File: src/common/sbsr_map.vh
// Register map, field positions, bit count and response codes of the serial byte shift register
`ifndef SBSR_MAP_VH
`define SBSR_MAP_VH
`define SBSR_ADDR_W 4
`define SBSR_OFF_DATA 4'h0
`define SBSR_OFF_CTRL 4'h4
`define SBSR_OFF_STAT 4'h8
`define SBSR_OFF_MASK 4'hC
`define SBSR_CTRL_ENABLE 0
`define SBSR_CTRL_XMIT 1
`define SBSR_CTRL_EVENT 2
`define SBSR_CTRL_LOST 3
`define SBSR_STAT_BYTE 0
`define SBSR_STAT_LOST 1
`define SBSR_STAT_W 2
`define SBSR_BITS_PER_BYTE 4'h8
`define SBSR_RESP_OKAY 2'h0
`define SBSR_RESP_SLVERR 2'h2
`endif

File: src/rtl/sbsr_top.v
// Serial byte data shift register with AXI4-Lite register access
//
// Added by the designer: the address map and the AXI4-Lite interface to the registers.
`timescale 1ns/1ps
`include "sbsr_map.vh"
module sbsr_top (
  input wire core_clk,
  input wire reset_n,
  input wire [`SBSR_ADDR_W-1:0] s_axi_awaddr,
  input wire s_axi_awvalid,
  output wire s_axi_awready,
  input wire [31:0] s_axi_wdata,
  input wire [3:0] s_axi_wstrb,
  input wire s_axi_wvalid,
  output wire s_axi_wready,
  output wire [1:0] s_axi_bresp,
  output wire s_axi_bvalid,
  input wire s_axi_bready,
  input wire [`SBSR_ADDR_W-1:0] s_axi_araddr,
  input wire s_axi_arvalid,
  output wire s_axi_arready,
  output wire [31:0] s_axi_rdata,
  output wire [1:0] s_axi_rresp,
  output wire s_axi_rvalid,
  input wire s_axi_rready,
  input wire sclIn,
  input wire sdaIn,
  output wire sdaOut,
  output wire sdaOe,
  output wire irq
);
  localparam ST_IDLE = 2'd0;
  localparam ST_SHIFT = 2'd1;
  localparam ST_PAUSE = 2'd2;

  wire sclLevel;
  wire sclRise;
  wire sclFall;
  wire sdaLevel;
  wire [7:0] shData;
  wire shMsb;

  reg [1:0] state_r;
  reg [1:0] state_nxt;
  reg [3:0] bitCnt_r;
  reg enable_r;
  reg xmit_r;
  reg event_r;
  reg lost_r;
  reg driveBit_r;
  reg [`SBSR_STAT_W-1:0] stat_r;
  reg [`SBSR_STAT_W-1:0] mask_r;
  reg [`SBSR_ADDR_W-1:0] awAddr_r;
  reg awHave_r;
  reg [31:0] wData_r;
  reg [3:0] wStrb_r;
  reg wHave_r;
  reg bValid_r;
  reg [1:0] bResp_r;
  reg rValid_r;
  reg [31:0] rData_r;
  reg [1:0] rResp_r;

  function mapped;
    input [`SBSR_ADDR_W-1:0] a;
    begin
      mapped = (a == `SBSR_OFF_DATA) || (a == `SBSR_OFF_CTRL) ||
        (a == `SBSR_OFF_STAT) || (a == `SBSR_OFF_MASK);
    end
  endfunction

  // Registers sit on whole words; the two low address bits are ignored
  function [`SBSR_ADDR_W-1:0] wordAddr;
    input [`SBSR_ADDR_W-1:0] a;
    begin
      wordAddr = {a[`SBSR_ADDR_W-1:2], 2'b00};
    end
  endfunction

  // Both pins cross in through two flops that reset to the idle high level,
  // so no false edge follows reset
  sbsr_sync u_sclSync (
    .core_clk(core_clk),
    .reset_n(reset_n),
    .async(sclIn),
    .level(sclLevel),
    .rise(sclRise),
    .fall(sclFall)
  );

  sbsr_sync u_sdaSync (
    .core_clk(core_clk),
    .reset_n(reset_n),
    .async(sdaIn),
    .level(sdaLevel),
    .rise(),
    .fall()
  );

  // Write channel completion and decode
  wire doWrite = awHave_r & wHave_r & ~bValid_r;
  wire wrData = doWrite & (awAddr_r == `SBSR_OFF_DATA) & wStrb_r[0];
  wire wrCtrl = doWrite & (awAddr_r == `SBSR_OFF_CTRL) & wStrb_r[0];
  wire wrMask = doWrite & (awAddr_r == `SBSR_OFF_MASK) & wStrb_r[0];
  // Data writes only count while paused between bytes or while disabled
  wire dataOpen = event_r | ~enable_r;
  wire loadShift = wrData & dataOpen;
  // One read at a time: a new address is taken only once the last answer is gone
  wire doRead = s_axi_arvalid & ~rValid_r;
  wire rdStat = doRead & (wordAddr(s_axi_araddr) == `SBSR_OFF_STAT);

  // Sample the line on the rising clock edge, keeping the bit in step with the output
  wire sampleNow = (state_r == ST_SHIFT) & sclRise;
  // Arbitration lost: we released sda high but the bus reads low
  wire arbLost = sampleNow & xmit_r & driveBit_r & ~sdaLevel;
  wire byteDone = sampleNow & (bitCnt_r == `SBSR_BITS_PER_BYTE - 4'h1);

  // Link state: idle until enabled, shifting, then paused between bytes
  always @* begin
    state_nxt = state_r;
    case (state_r)
      ST_IDLE: begin
        if (enable_r) begin
          state_nxt = ST_SHIFT;
        end
      end
      ST_SHIFT: begin
        if (!enable_r) begin
          state_nxt = ST_IDLE;
        end else if (byteDone) begin
          state_nxt = ST_PAUSE;
        end
      end
      ST_PAUSE: begin
        if (!enable_r) begin
          state_nxt = ST_IDLE;
        end else if (wrCtrl && !wData_r[`SBSR_CTRL_EVENT]) begin
          state_nxt = ST_SHIFT;
        end
      end
      default: begin
        state_nxt = ST_IDLE;
      end
    endcase
  end

  // Shift and sample share one edge, so the byte always holds what the bus showed
  sbsr_shifter #(
    .WIDTH(8)
  ) u_shifter (
    .core_clk(core_clk),
    .reset_n(reset_n),
    .load(loadShift),
    .loadData(wData_r[7:0]),
    .shift(sampleNow),
    .sdaIn(sdaLevel),
    .data(shData),
    .msb(shMsb)
  );

  // Link sequencing: state and bit counter
  always @(posedge core_clk or negedge reset_n) begin
    if (!reset_n) begin
      state_r <= ST_IDLE;
      bitCnt_r <= 4'h0;
    end else begin
      state_r <= state_nxt;
      if (state_nxt != ST_SHIFT) begin
        bitCnt_r <= 4'h0;
      end else if (sampleNow) begin
        bitCnt_r <= bitCnt_r + 4'h1;
      end
    end
  end

  // Output bit changes only while the clock line is low, except that disabling releases it at once; letting go of a low
  // data line with the clock high would look like a stop condition on the bus
  always @(posedge core_clk or negedge reset_n) begin
    if (!reset_n) begin
      driveBit_r <= 1'b1;
    end else if (state_r == ST_SHIFT && !sclLevel && !sclFall) begin
      driveBit_r <= xmit_r ? shMsb : 1'b1;
    end else if (state_r != ST_SHIFT && (!sclLevel || !enable_r)) begin
      driveBit_r <= 1'b1;
    end
  end

  // Control register, taken from the held write data
  always @(posedge core_clk or negedge reset_n) begin
    if (!reset_n) begin
      enable_r <= 1'b0;
      xmit_r <= 1'b0;
    end else begin
      if (wrCtrl) begin
        enable_r <= wData_r[`SBSR_CTRL_ENABLE];
      end
      // Falling to receiver keeps the shifted data intact
      if (arbLost) begin
        xmit_r <= 1'b0;
      end else if (wrCtrl) begin
        xmit_r <= wData_r[`SBSR_CTRL_XMIT];
      end
    end
  end

  // Hardware-set flags: an event in the cycle of a clearing write wins
  always @(posedge core_clk or negedge reset_n) begin
    if (!reset_n) begin
      event_r <= 1'b0;
      lost_r <= 1'b0;
    end else begin
      if (byteDone) begin
        event_r <= 1'b1;
      end else if (wrCtrl && !wData_r[`SBSR_CTRL_EVENT]) begin
        event_r <= 1'b0;
      end
      if (arbLost) begin
        lost_r <= 1'b1;
      end else if (wrCtrl && !wData_r[`SBSR_CTRL_LOST]) begin
        lost_r <= 1'b0;
      end
    end
  end

  // Sticky status and its mask; set wins over the clear-on-read
  always @(posedge core_clk or negedge reset_n) begin
    if (!reset_n) begin
      stat_r <= {`SBSR_STAT_W{1'b0}};
      mask_r <= {`SBSR_STAT_W{1'b0}};
    end else begin
      stat_r <= (rdStat ? {`SBSR_STAT_W{1'b0}} : stat_r) | {arbLost, byteDone};
      if (wrMask) begin
        mask_r <= wData_r[`SBSR_STAT_W-1:0];
      end
    end
  end

  // AXI4-Lite write side: address and data taken in either order
  always @(posedge core_clk or negedge reset_n) begin
    if (!reset_n) begin
      awAddr_r <= {`SBSR_ADDR_W{1'b0}};
      awHave_r <= 1'b0;
      wData_r <= 32'h00000000;
      wStrb_r <= 4'h0;
      wHave_r <= 1'b0;
      bValid_r <= 1'b0;
      bResp_r <= `SBSR_RESP_OKAY;
    end else begin
      if (s_axi_awvalid && s_axi_awready) begin
        awAddr_r <= wordAddr(s_axi_awaddr);
        awHave_r <= 1'b1;
      end
      if (s_axi_wvalid && s_axi_wready) begin
        wData_r <= s_axi_wdata;
        wStrb_r <= s_axi_wstrb;
        wHave_r <= 1'b1;
      end
      if (doWrite) begin
        awHave_r <= 1'b0;
        wHave_r <= 1'b0;
        bValid_r <= 1'b1;
        bResp_r <= mapped(awAddr_r) ? `SBSR_RESP_OKAY : `SBSR_RESP_SLVERR;
      end else if (bValid_r && s_axi_bready) begin
        bValid_r <= 1'b0;
      end
    end
  end

  assign s_axi_awready = ~awHave_r & ~bValid_r;
  assign s_axi_wready = ~wHave_r & ~bValid_r;
  assign s_axi_bvalid = bValid_r;
  assign s_axi_bresp = bResp_r;

  // The write path reads wdata from its holding register; ctrl decode uses that copy
  // AXI4-Lite read side
  always @(posedge core_clk or negedge reset_n) begin
    if (!reset_n) begin
      rValid_r <= 1'b0;
      rData_r <= 32'h00000000;
      rResp_r <= `SBSR_RESP_OKAY;
    end else if (doRead) begin
      rValid_r <= 1'b1;
      rResp_r <= mapped(wordAddr(s_axi_araddr)) ?
        `SBSR_RESP_OKAY : `SBSR_RESP_SLVERR;
      case (wordAddr(s_axi_araddr))
        `SBSR_OFF_DATA: rData_r <= {24'h000000, shData};
        `SBSR_OFF_CTRL: rData_r <= {28'h0000000, lost_r, event_r, xmit_r, enable_r};
        `SBSR_OFF_STAT: rData_r <= {30'h00000000, stat_r};
        `SBSR_OFF_MASK: rData_r <= {30'h00000000, mask_r};
        default: rData_r <= 32'h00000000;
      endcase
    end else if (rValid_r && s_axi_rready) begin
      rValid_r <= 1'b0;
    end
  end

  assign s_axi_arready = ~rValid_r;
  assign s_axi_rvalid = rValid_r;
  assign s_axi_rdata = rData_r;
  assign s_axi_rresp = rResp_r;

  // Open drain: drive only a low
  assign sdaOut = 1'b0;
  assign sdaOe = ~driveBit_r;
  assign irq = |(stat_r & mask_r);
endmodule

File: src/rtl/sbsr_sync.v
// Two-flop synchroniser with edge detection on the settled level
`timescale 1ns/1ps
module sbsr_sync (
  input wire core_clk,
  input wire reset_n,
  input wire async,
  output wire level,
  output wire rise,
  output wire fall
);
  reg meta_r;
  reg sync_r;
  reg last_r;
  always @(posedge core_clk or negedge reset_n) begin
    if (!reset_n) begin
      meta_r <= 1'b1;
      sync_r <= 1'b1;
      last_r <= 1'b1;
    end else begin
      meta_r <= async;
      sync_r <= meta_r;
      last_r <= sync_r;
    end
  end
  assign level = sync_r;
  assign rise = sync_r & ~last_r;
  assign fall = ~sync_r & last_r;
endmodule

File: src/rtl/sbsr_shifter.v
// Byte shift register: drives the msb out and shifts the line level in
`timescale 1ns/1ps
module sbsr_shifter #(
  parameter WIDTH = 8
) (
  input wire core_clk,
  input wire reset_n,
  input wire load,
  input wire [WIDTH-1:0] loadData,
  input wire shift,
  input wire sdaIn,
  output wire [WIDTH-1:0] data,
  output wire msb
);
  reg [WIDTH-1:0] shift_r;
  always @(posedge core_clk or negedge reset_n) begin
    if (!reset_n) begin
      shift_r <= {WIDTH{1'b0}};
    end else if (load) begin
      shift_r <= loadData;
    end else if (shift) begin
      shift_r <= {shift_r[WIDTH-2:0], sdaIn};
    end
  end
  assign data = shift_r;
  assign msb = shift_r[WIDTH-1];
endmodule

File: config.mk
export PLATFORM = sky130hd
export DESIGN_NAME = sbsr_top
export DESIGN_NICKNAME = d
export VERILOG_FILES = /design/src/rtl/sbsr_top.v /design/src/rtl/sbsr_sync.v /design/src/rtl/sbsr_shifter.v
export VERILOG_INCLUDE_DIRS = /design/src /design/src/common
export SDC_FILE = /design/constraint.sdc
export NUM_CORES = 1
export LEC_CHECK = 0
export ABC_AREA = 1
export BUFFER_PORTS_ARGS = -buffer_cell sky130_fd_sc_hd__buf_2
export CAP_MARGIN = 20
export CORE_ASPECT_RATIO = 1.25
export CORE_MARGIN = 5
export CORE_UTILIZATION = 53
export DETAILED_ROUTE_END_ITERATION = 16
export GPL_TIMING_DRIVEN = 0
export HOLD_SLACK_MARGIN = 0.12
export PLACE_DENSITY = 0.85
export SYNTH_ARGS = -nofsm -noshare
export SYNTH_HDL_FRONTEND = slang
export SYNTH_SLANG_ARGS = --single-unit
File: constraint.sdc
create_clock -name core_clk -period 4.5 [get_ports core_clk]
set_clock_uncertainty 0.2 [all_clocks]
set_input_delay 0 -clock core_clk [delete_from_list [all_inputs] [get_ports core_clk]]
set_output_delay 0 -clock core_clk [all_outputs]
set_load 0.05 [all_outputs]
==> reports/results.txt, run 1 <==
WL/cell = 12.9 um
Capture point of the worst reg-to-reg path = awAddr_r[3]$_DFFE_PN0P_
Reg2reg start = awHave_r$_DFFE_PN0P_
Psw = 0.000713 W
Endpoints failing hold = 0
Maximum vdd drop = 0.386 mV
Hold crit path type = input port to async pin
Clk sink count = 53
# DRC = 0
Area Overhead vs Synth = 30.7%
Via count = 2157
Post-CTS sizing = 0
Netlist cell types = 30
Gr usage total = 0.193
Most common cell after layout, fill and taps aside = nand2_1
Synthesized area per cell = 9.01 sq um
Setup bufs post-CTS = 0
CTS max path bufs = 2
Max H-tree Level = 2
Leakage = 1.76 nW
WL final = 5.75 mm
Num ports = 97
Core area = 4690 sq um
Status = finished clean
Internal power = 0.000985 W
Via density = 4.85
Antenna diodes = 0
Post-synthesis sequential area ratio = 0.523
Clk pwr share = 0.157
Initial antenna violation count = 0
Cells after DPL = 406
Worst-path fanout max = 4
Type of the worst setup path = register to register
Yosys Warn Count = 0
Grt ovf = 0
Area after DPL = 2910 sq um
Num CTS Buffers = 5
CP required = 4500 ps
Max Cap Viol = 0
Place WS = 2910 ps
Relative slew slack = 0.557
# rows = 28
Max Slew Vio Count = 0
Commonest cells after routing, fill and taps aside = nand2_1 (52), dfrtp_1 (47), nand3_1 (44), buf_2 (39), dlygate4sd3_1 (31)
Fin cells = 445
Switching Share = 0.420
Largest net degree at the start of global routing = 54
Synth Cell Area = 2550 sq um
Die width = 72.1 um
# setup viols final = 0
#FFs+latches synth = 53
PwrDens = 509 nW/um^2
Final Util = 0.710
Worst-Margin Slew = 664 ps
Starting density of the core = 0.543
Clk Latency, worst-skew pair = 310 ps
Fmax = 429 MHz
Flop-to-flop setup slack = 2170 ps
Hpwl dp = 3.93 mm
Root buffer cell = clkbuf_8
Reg2reg path depth = 6
Clock-pin transition on the worst setup and hold timing paths = 90 ps
Final Instance Area = 3330 sq um
Cells after Synth = 283
Gpl congestion = 0.844
CP Capture Type = register
Crit path DAT = 2330 ps
Startpoint Class = register
Pre-antenna DRT Iters = 5
Final ANT Viol Nets = 0
PnR worst setup slack = 2170 ps
Sequential share of power = 0.437
Share of cells above drive strength 1 = 0.265
Initial DRC count = 96
Die area = 6310 sq um
Global-route wire length before repair = 9.56 mm
Vias in the first global route = 2146
Tcrit/Tclk final = 0.519
Die Y = 87.6 um
Setup TNS = 0 ps
Filler Cells Inserted = 351
Count of input and output buffers = 37
Combinational share of power = 0.406
Post-route minimum period = 2330 ps
Final #Nets = 439
RSZ-0062 raised after global routing = no
CTS tree = done
[Yosys cell counts]
master / n / share of area
o21ai_0: 15 / 0.029
buf_6: 1 / 0.0044
nand3_4: 1 / 0.0069
nand2_4: 1 / 0.0044
o211ai_1: 1 / 0.0029
a22o_1: 1 / 0.0034
o22ai_1: 2 / 0.0049
conb_1: 1 / 0.0015
a21oi_1: 7 / 0.014
nor2_8: 1 / 0.0078
dfrtp_1: 47 / 0.46
nand2_1: 52 / 0.077
nor3_1: 1 / 0.0020
nor2_4: 3 / 0.013
clkbuf_1: 1 / 0.0015
inv_2: 3 / 0.0044
buf_4: 28 / 0.082
mux2_2: 5 / 0.022
nor2_2: 4 / 0.0098
dfstp_2: 6 / 0.062
nor2_1: 24 / 0.035
clkinv_1: 1 / 0.0015
inv_1: 24 / 0.035
nand3_1: 44 / 0.086
ha_1: 1 / 0.0049
nand3_2: 2 / 0.0078
nand2_2: 1 / 0.0025
xnor2_1: 1 / 0.0034
nand4_1: 2 / 0.0049
buf_2: 2 / 0.0039
[layout make-up]
| type | count | area, sq um | share of cell area |
|---|---|---|---|
| Buffer | 32 | 235 | 0.0706 |
| Clock buffer | 7 | 86.3 | 0.0259 |
| Inverter | 28 | 105 | 0.0315 |
| Multi-Input combinational cell | 196 | 975 | 0.292 |
| Sequential cell | 53 | 1330 | 0.400 |
| Tap cell | 60 | 75.1 | 0.0225 |
| Timing Repair Buffer | 69 | 523 | 0.157 |
[critical path, cell delays in order (launching register included)]
cell	delay, ps
dfrtp_1	450
nor2_1	160
nand2_1	140
nor2_1	110
dlygate4sd3_1	560
a21oi_1	50
dlygate4sd3_1	560
[power by group through the flow]
stage / Combinational [W] / Clock, W / Sequential, W
2_1_floorplan: 0.000417 / 0 / 0.000788
3_3_place_gp: 0.000589 / 0 / 0.000737
3_5_place_dp: 0.000608 / 0 / 0.000746
4_1_cts: 0.000674 / 0.000272 / 0.000737
5_1_grt: 0.000751 / 0.000291 / 0.000759
6_report: 0.000689 / 0.000267 / 0.000742
[worst max-delay path by stage]
stage	from	to	slack (ps)
floorplan	s_axi_bvalid$_DFFE_PN0P_	wData_r[1]$_DFFE_PN0P_	2180
global placement	u_sclSync.level$_DFF_PN1_	bitCnt_r[0]$_DFFE_PN0P_	2950
detailed placement	u_sclSync.level$_DFF_PN1_	bitCnt_r[0]$_DFFE_PN0P_	2910
CTS	awHave_r$_DFFE_PN0P_	awAddr_r[3]$_DFFE_PN0P_	2190
global route	awHave_r$_DFFE_PN0P_	awAddr_r[3]$_DFFE_PN0P_	2040
finish	awHave_r$_DFFE_PN0P_	awAddr_r[3]$_DFFE_PN0P_	2170
[kinds of logic (layout without fill, tap and decap cells)]
kind of cell | count (synthesis) | after routing | synth area share
compound gates | 26 | 26 | 0.0544
buf+inv | 60 | 136 | 0.133
other cells | 1 | 27 | 0.00147
fa+ha+maj | 1 | 1 | 0.00490
xor+xnor | 1 | 1 | 0.00343
mux | 5 | 5 | 0.0221
simple gates | 136 | 136 | 0.257
flops | 53 | 53 | 0.523
[flip-flops by register name, indices dropped and copies added, names as in the netlist, 2 cells and up]
register,count
stat_r,2
bitCnt_r,4
u_shifter.data,8
s_axi_rdata,8
mask_r,2
awAddr_r,2
wData_r,8
state_r,2
[timing repair]
item                       CTS  global route
hold endpoints to repair    74             0
setup endpoints to repair    0             0
hold buffers                31             0
[metrics by stage]
stage | hold slack (ps) | total power [W]
final | 55.6 | 0.00170
after global routing | 126 | 0.00180
after CTS | 125 | 0.00168
after detailed placement | -93.5 | 0.00135
after global placement | -95.2 | 0.00133
after floorplan | -496 | 0.00120
[routing by layer]
layer,GRT usage,vias up,share of wire,routed length [um]
li1,-,1062,-,-
met1,0.231,983,0.39,2240
met2,0.329,96,0.51,2960
met3,0.0494,16,0.073,419
met4,0.0838,0,0.023,135
met5,0,-,0,0
(Power assumes the default switching activity.)
==> run 2, diff against run 1 <==
--- a/config.mk
+++ b/config.mk
@@ -6,16 +6,16 @@
 export SDC_FILE = /design/constraint.sdc
 export NUM_CORES = 1
 export LEC_CHECK = 0
-export ABC_AREA = 1
+export ABC_AREA = 0
 export BUFFER_PORTS_ARGS = -buffer_cell sky130_fd_sc_hd__buf_2
 export CAP_MARGIN = 20
 export CORE_ASPECT_RATIO = 1.25
 export CORE_MARGIN = 5
-export CORE_UTILIZATION = 53
+export CORE_UTILIZATION = 49
 export DETAILED_ROUTE_END_ITERATION = 16
 export GPL_TIMING_DRIVEN = 0
 export HOLD_SLACK_MARGIN = 0.12
-export PLACE_DENSITY = 0.85
+export PLACE_DENSITY = 0.8
 export SYNTH_ARGS = -nofsm -noshare
 export SYNTH_HDL_FRONTEND = slang
 export SYNTH_SLANG_ARGS = --single-unit
==> constraint.sdc (replaced) <==
create_clock -name core_clk -period 2.3 [get_ports core_clk]
set_clock_uncertainty 0.2 [all_clocks]
set_input_delay 0 -clock core_clk [delete_from_list [all_inputs] [get_ports core_clk]]
set_output_delay 0 -clock core_clk [all_outputs]
set_load 0.05 [all_outputs]
==> run 2 against run 1 <==
  * Utilization decreased by 4.1 points
  * Routed wire length shrank 7.9%
  * Critical path type unchanged
  * Highest routed layer unchanged
  * Largest cell class unchanged
  * Sequential cell count unchanged
==> reports/results.txt, run 2 <==
Largest net degree at the start of global routing = 30 (-44%)
PnR worst setup slack = 128 ps (-2040 ps)
# DRC = 0 (unchanged)
Most common cell after layout, fill and taps aside = dfrtp_1
Worst setup path end = wData_r[0]$_DFFE_PN0P_
#FFs+latches synth = 53 (unchanged)
Die area = 6690 sq um (+6.1%)
Area Overhead vs Synth = 33.7%
Initial DRC count = 70 (-27%)
Final #Nets = 363 (-17%)
Area occupied by multi-input gates = 1010 sq um (+4.0%)
CP required = 2290 ps (-2210 ps)
WL/cell = 14.2 um (+10%)
Xor and xnor area share after synthesis = 0.00347 (+0.0000392)
Post-synth top flop = dfrtp_1
Post-synthesis sequential area ratio = 0.529 (+0.00596)
Worst Setup SP = s_axi_bvalid$_DFFE_PN0P_
Post-synth top area share = 0.466 (+0.00526)
Leakage = 1.68 nW (-4.5%)
Final ANT Viol Nets = 0 (unchanged)
Gr usage total = 0.167 (-0.0255)
Num ports = 97 (unchanged)
Cells after Synth = 202 (-29%)
Post-synthesis mux area share = 0.173 (+0.151)
CP Capture Type = register
Max H-tree Level = 2 (unchanged)
CTS max path bufs = 2 (unchanged)
Hold WS = 133 ps (+77.2 ps)
Synth Cell Area = 2520 sq um (-1.1%)
# setup viols final = 0 (unchanged)
Vias in the first global route = 1804 (-16%)
Worst-Margin Slew = 531 ps (-133 ps)
WL final = 5.30 mm (-7.9%)
Commonest cells after routing, fill and taps aside = dfrtp_1 (47), buf_2 (40), dlygate4sd3_1 (35), mux2_2 (31)
Capture point of the worst reg-to-reg path = wData_r[0]$_DFFE_PN0P_
Max Cap Viol = 0 (unchanged)
Core area = 5040 sq um (+7.4%)
Clk sink count = 53 (unchanged)
Fmax = 460 MHz (+7.4%)
EDFF count, synth = 0 (unchanged)
Reg2reg start = s_axi_bvalid$_DFFE_PN0P_
Endpoints failing hold = 0 (unchanged)
Hpwl dp = 3.49 mm (-11%)
Status = finished clean
Netlist cell types = 44 (+47%)
Pre-antenna DRT Iters = 4 (-1)
Crit path DAT = 2170 ps (-160 ps)
Share of cells above drive strength 1 = 0.406 (+0.142)
Max Slew Vio Count = 0 (unchanged)
Root buffer cell = clkbuf_8
Flop-to-flop setup slack = 130 ps (-2040 ps)
Via count = 1783 (-17%)
Antenna diodes = 0 (unchanged)
Maximum vdd drop = 0.774 mV (+100%)
Most frequent cell after synthesis = dfrtp_1
Startpoint Class = register
Setup bufs post-CTS = 0 (unchanged)
Relative slew slack = 0.642 (+0.0851)
Worst-path fanout max = 10 (+6)
Synth area leader = dfrtp_1
Reg2reg path depth = 5 (-1)
Compound-Gate Fraction of Synth Area = 0.0779 (+0.0234)
Clk Latency, worst-skew pair = 310 ps (about the same)
Place WS = 218 ps (-2690 ps)
Tcrit/Tclk final = 0.944 (+0.426)
Type of the worst setup path = register to register
Simple-gate share of the synthesized area = 0.102 (-0.156)
CTS tree = done
Post-synth ARST share = 1.00 (unchanged)
Grt ovf = 0 (unchanged)
# rows = 29 (+3.6%)
Num CTS Buffers = 5 (unchanged)
Largest family of logic cells by synthesized area = multiplexers
Global-route wire length before repair = 8.71 mm (-8.9%)
Via density = 4.79 (-1.1%)
PwrDens = 1010 nW/um^2 (+98%)
Filler Cells Inserted = 378 (+7.7%)
Yosys Warn Count = 0 (unchanged)
Synthesized area per cell = 12.5 sq um (+39%)
Setup TNS = 0 ps (unchanged)
Gpl congestion = 0.763 (-9.6%)
Die width = 74.2 um (+2.9%)
Clock-pin transition on the worst setup and hold timing paths = 90 ps (about the same)
Commonest cells post-synth = dfrtp_1 (47), mux2_2 (31), buf_4 (27), nand2_1 (8), o21ai_0 (7)
Sequential cell area = 1330 sq um (unchanged)
Die Y = 90.2 um (+3.0%)
Count of input and output buffers = 37 (unchanged)
Synth area leaders = dfrtp_1 (47%), mux2_2 (14%), buf_4 (8.0%)
Initial antenna violation count = 0 (unchanged)
RSZ-0062 raised after global routing = no
Hold crit path type = input port to register
Post-synthesis adder-cell area fraction = 0.00496 (+0.0000560)
Post-route minimum period = 2170 ps (-161 ps)
Starting density of the core = 0.500 (-0.0433)
-- run 2: cell types whose count changed after synthesis, sizes merged, moves of 4 or more --
cell | previous run | this run
nand3 | 47 | 2
o21ai | 15 | 7
nand3b | 0 | 4
nor2 | 32 | 5
nand2 | 54 | 8
inv | 27 | 6
mux2 | 5 | 32
a21oi | 7 | 3
a22o | 1 | 5
-- run 2: power by group --
group | switching (W) | internal [W]
combinational | 0.000731 | 0.000690
sequential | 0.000252 | 0.00122
clock | 0.000300 | 0.000211
-- run 2: area by class of cell --
type,instances,area share
plain buffers,35,0.0757
clock buffers,5,0.0204
clock inverters,3,0.00519
inverters,6,0.00668
multi-input cells,134,0.301
flip-flops and latches,53,0.396
well taps,62,0.0230
repair buffers,74,0.173
-- run 2: critical path, stage by stage, from the launching register on --
cell,delay (ps)
dfrtp_1,450
nor2_2,160
and2_1,130
clkbuf_4,200
mux2_2,350
dlygate4sd3_1,560
-- run 2: metal layers --
| layer | wire length [um] | part of all wire | up-vias | global-route usage |
|---|---|---|---|---|
| met4 | 119 | 0.022 | 0 | 0.0710 |
| met5 | 0 | 0 | - | 0 |
| met3 | 356 | 0.067 | 11 | 0.0402 |
| li1 | - | - | 870 | - |
| met2 | 2780 | 0.53 | 57 | 0.276 |
| met1 | 2040 | 0.38 | 845 | 0.205 |
-- run 2: cells by family (layout without fill, tap and decap cells) --
family / Yosys count / in the layout
adder cells (fa/ha/maj): 1 / 1
buffers and inverters: 41 / 123
other: 1 / 27
AND/OR/NAND/NOR: 40 / 40
XOR/XNOR: 1 / 1
flip-flops: 53 / 53
AO/OA/AOI/OAI: 28 / 28
multiplexers: 37 / 37
-- run 2: how the worst min path moves through the flow --
| stage | startpoint | end | slack [ps] | depth (start not counted) |
|---|---|---|---|---|
| 6_report | sclIn | u_sclSync.meta_r$_DFF_PN1_ | 130 | 2 |
| 5_1_grt | sclIn | u_sclSync.meta_r$_DFF_PN1_ | 140 | 2 |
| 4_1_cts | sdaIn | u_sdaSync.meta_r$_DFF_PN1_ | 120 | 2 |
| 3_5_place_dp | reset_n | wData_r[5]$_DFFE_PN0P_ | -170 | 1 |
| 3_3_place_gp | sclIn | u_sclSync.meta_r$_DFF_PN1_ | -90 | 1 |
| 2_1_floorplan | reset_n | awAddr_r[2]$_DFFE_PN0P_ | -500 | 0 |
-- run 2: through the flow --
stage          power [W]  instance area (sq um)   util  instances
4_1_cts          0.00337                   3340  0.663        371
3_5_place_dp     0.00268                   2910  0.576        328
2_1_floorplan    0.00239                   2620      -        228
6_report         0.00340                   3370  0.669        372
3_3_place_gp     0.00263                   2890  0.572        327
5_1_grt          0.00361                   3370  0.669        372
-- run 2: timing repair --
item	CTS	global route
resized for setup	0	1
hold buffers	35	0
endpoints found under the setup margin	0	2
hold endpoints to repair	75	0
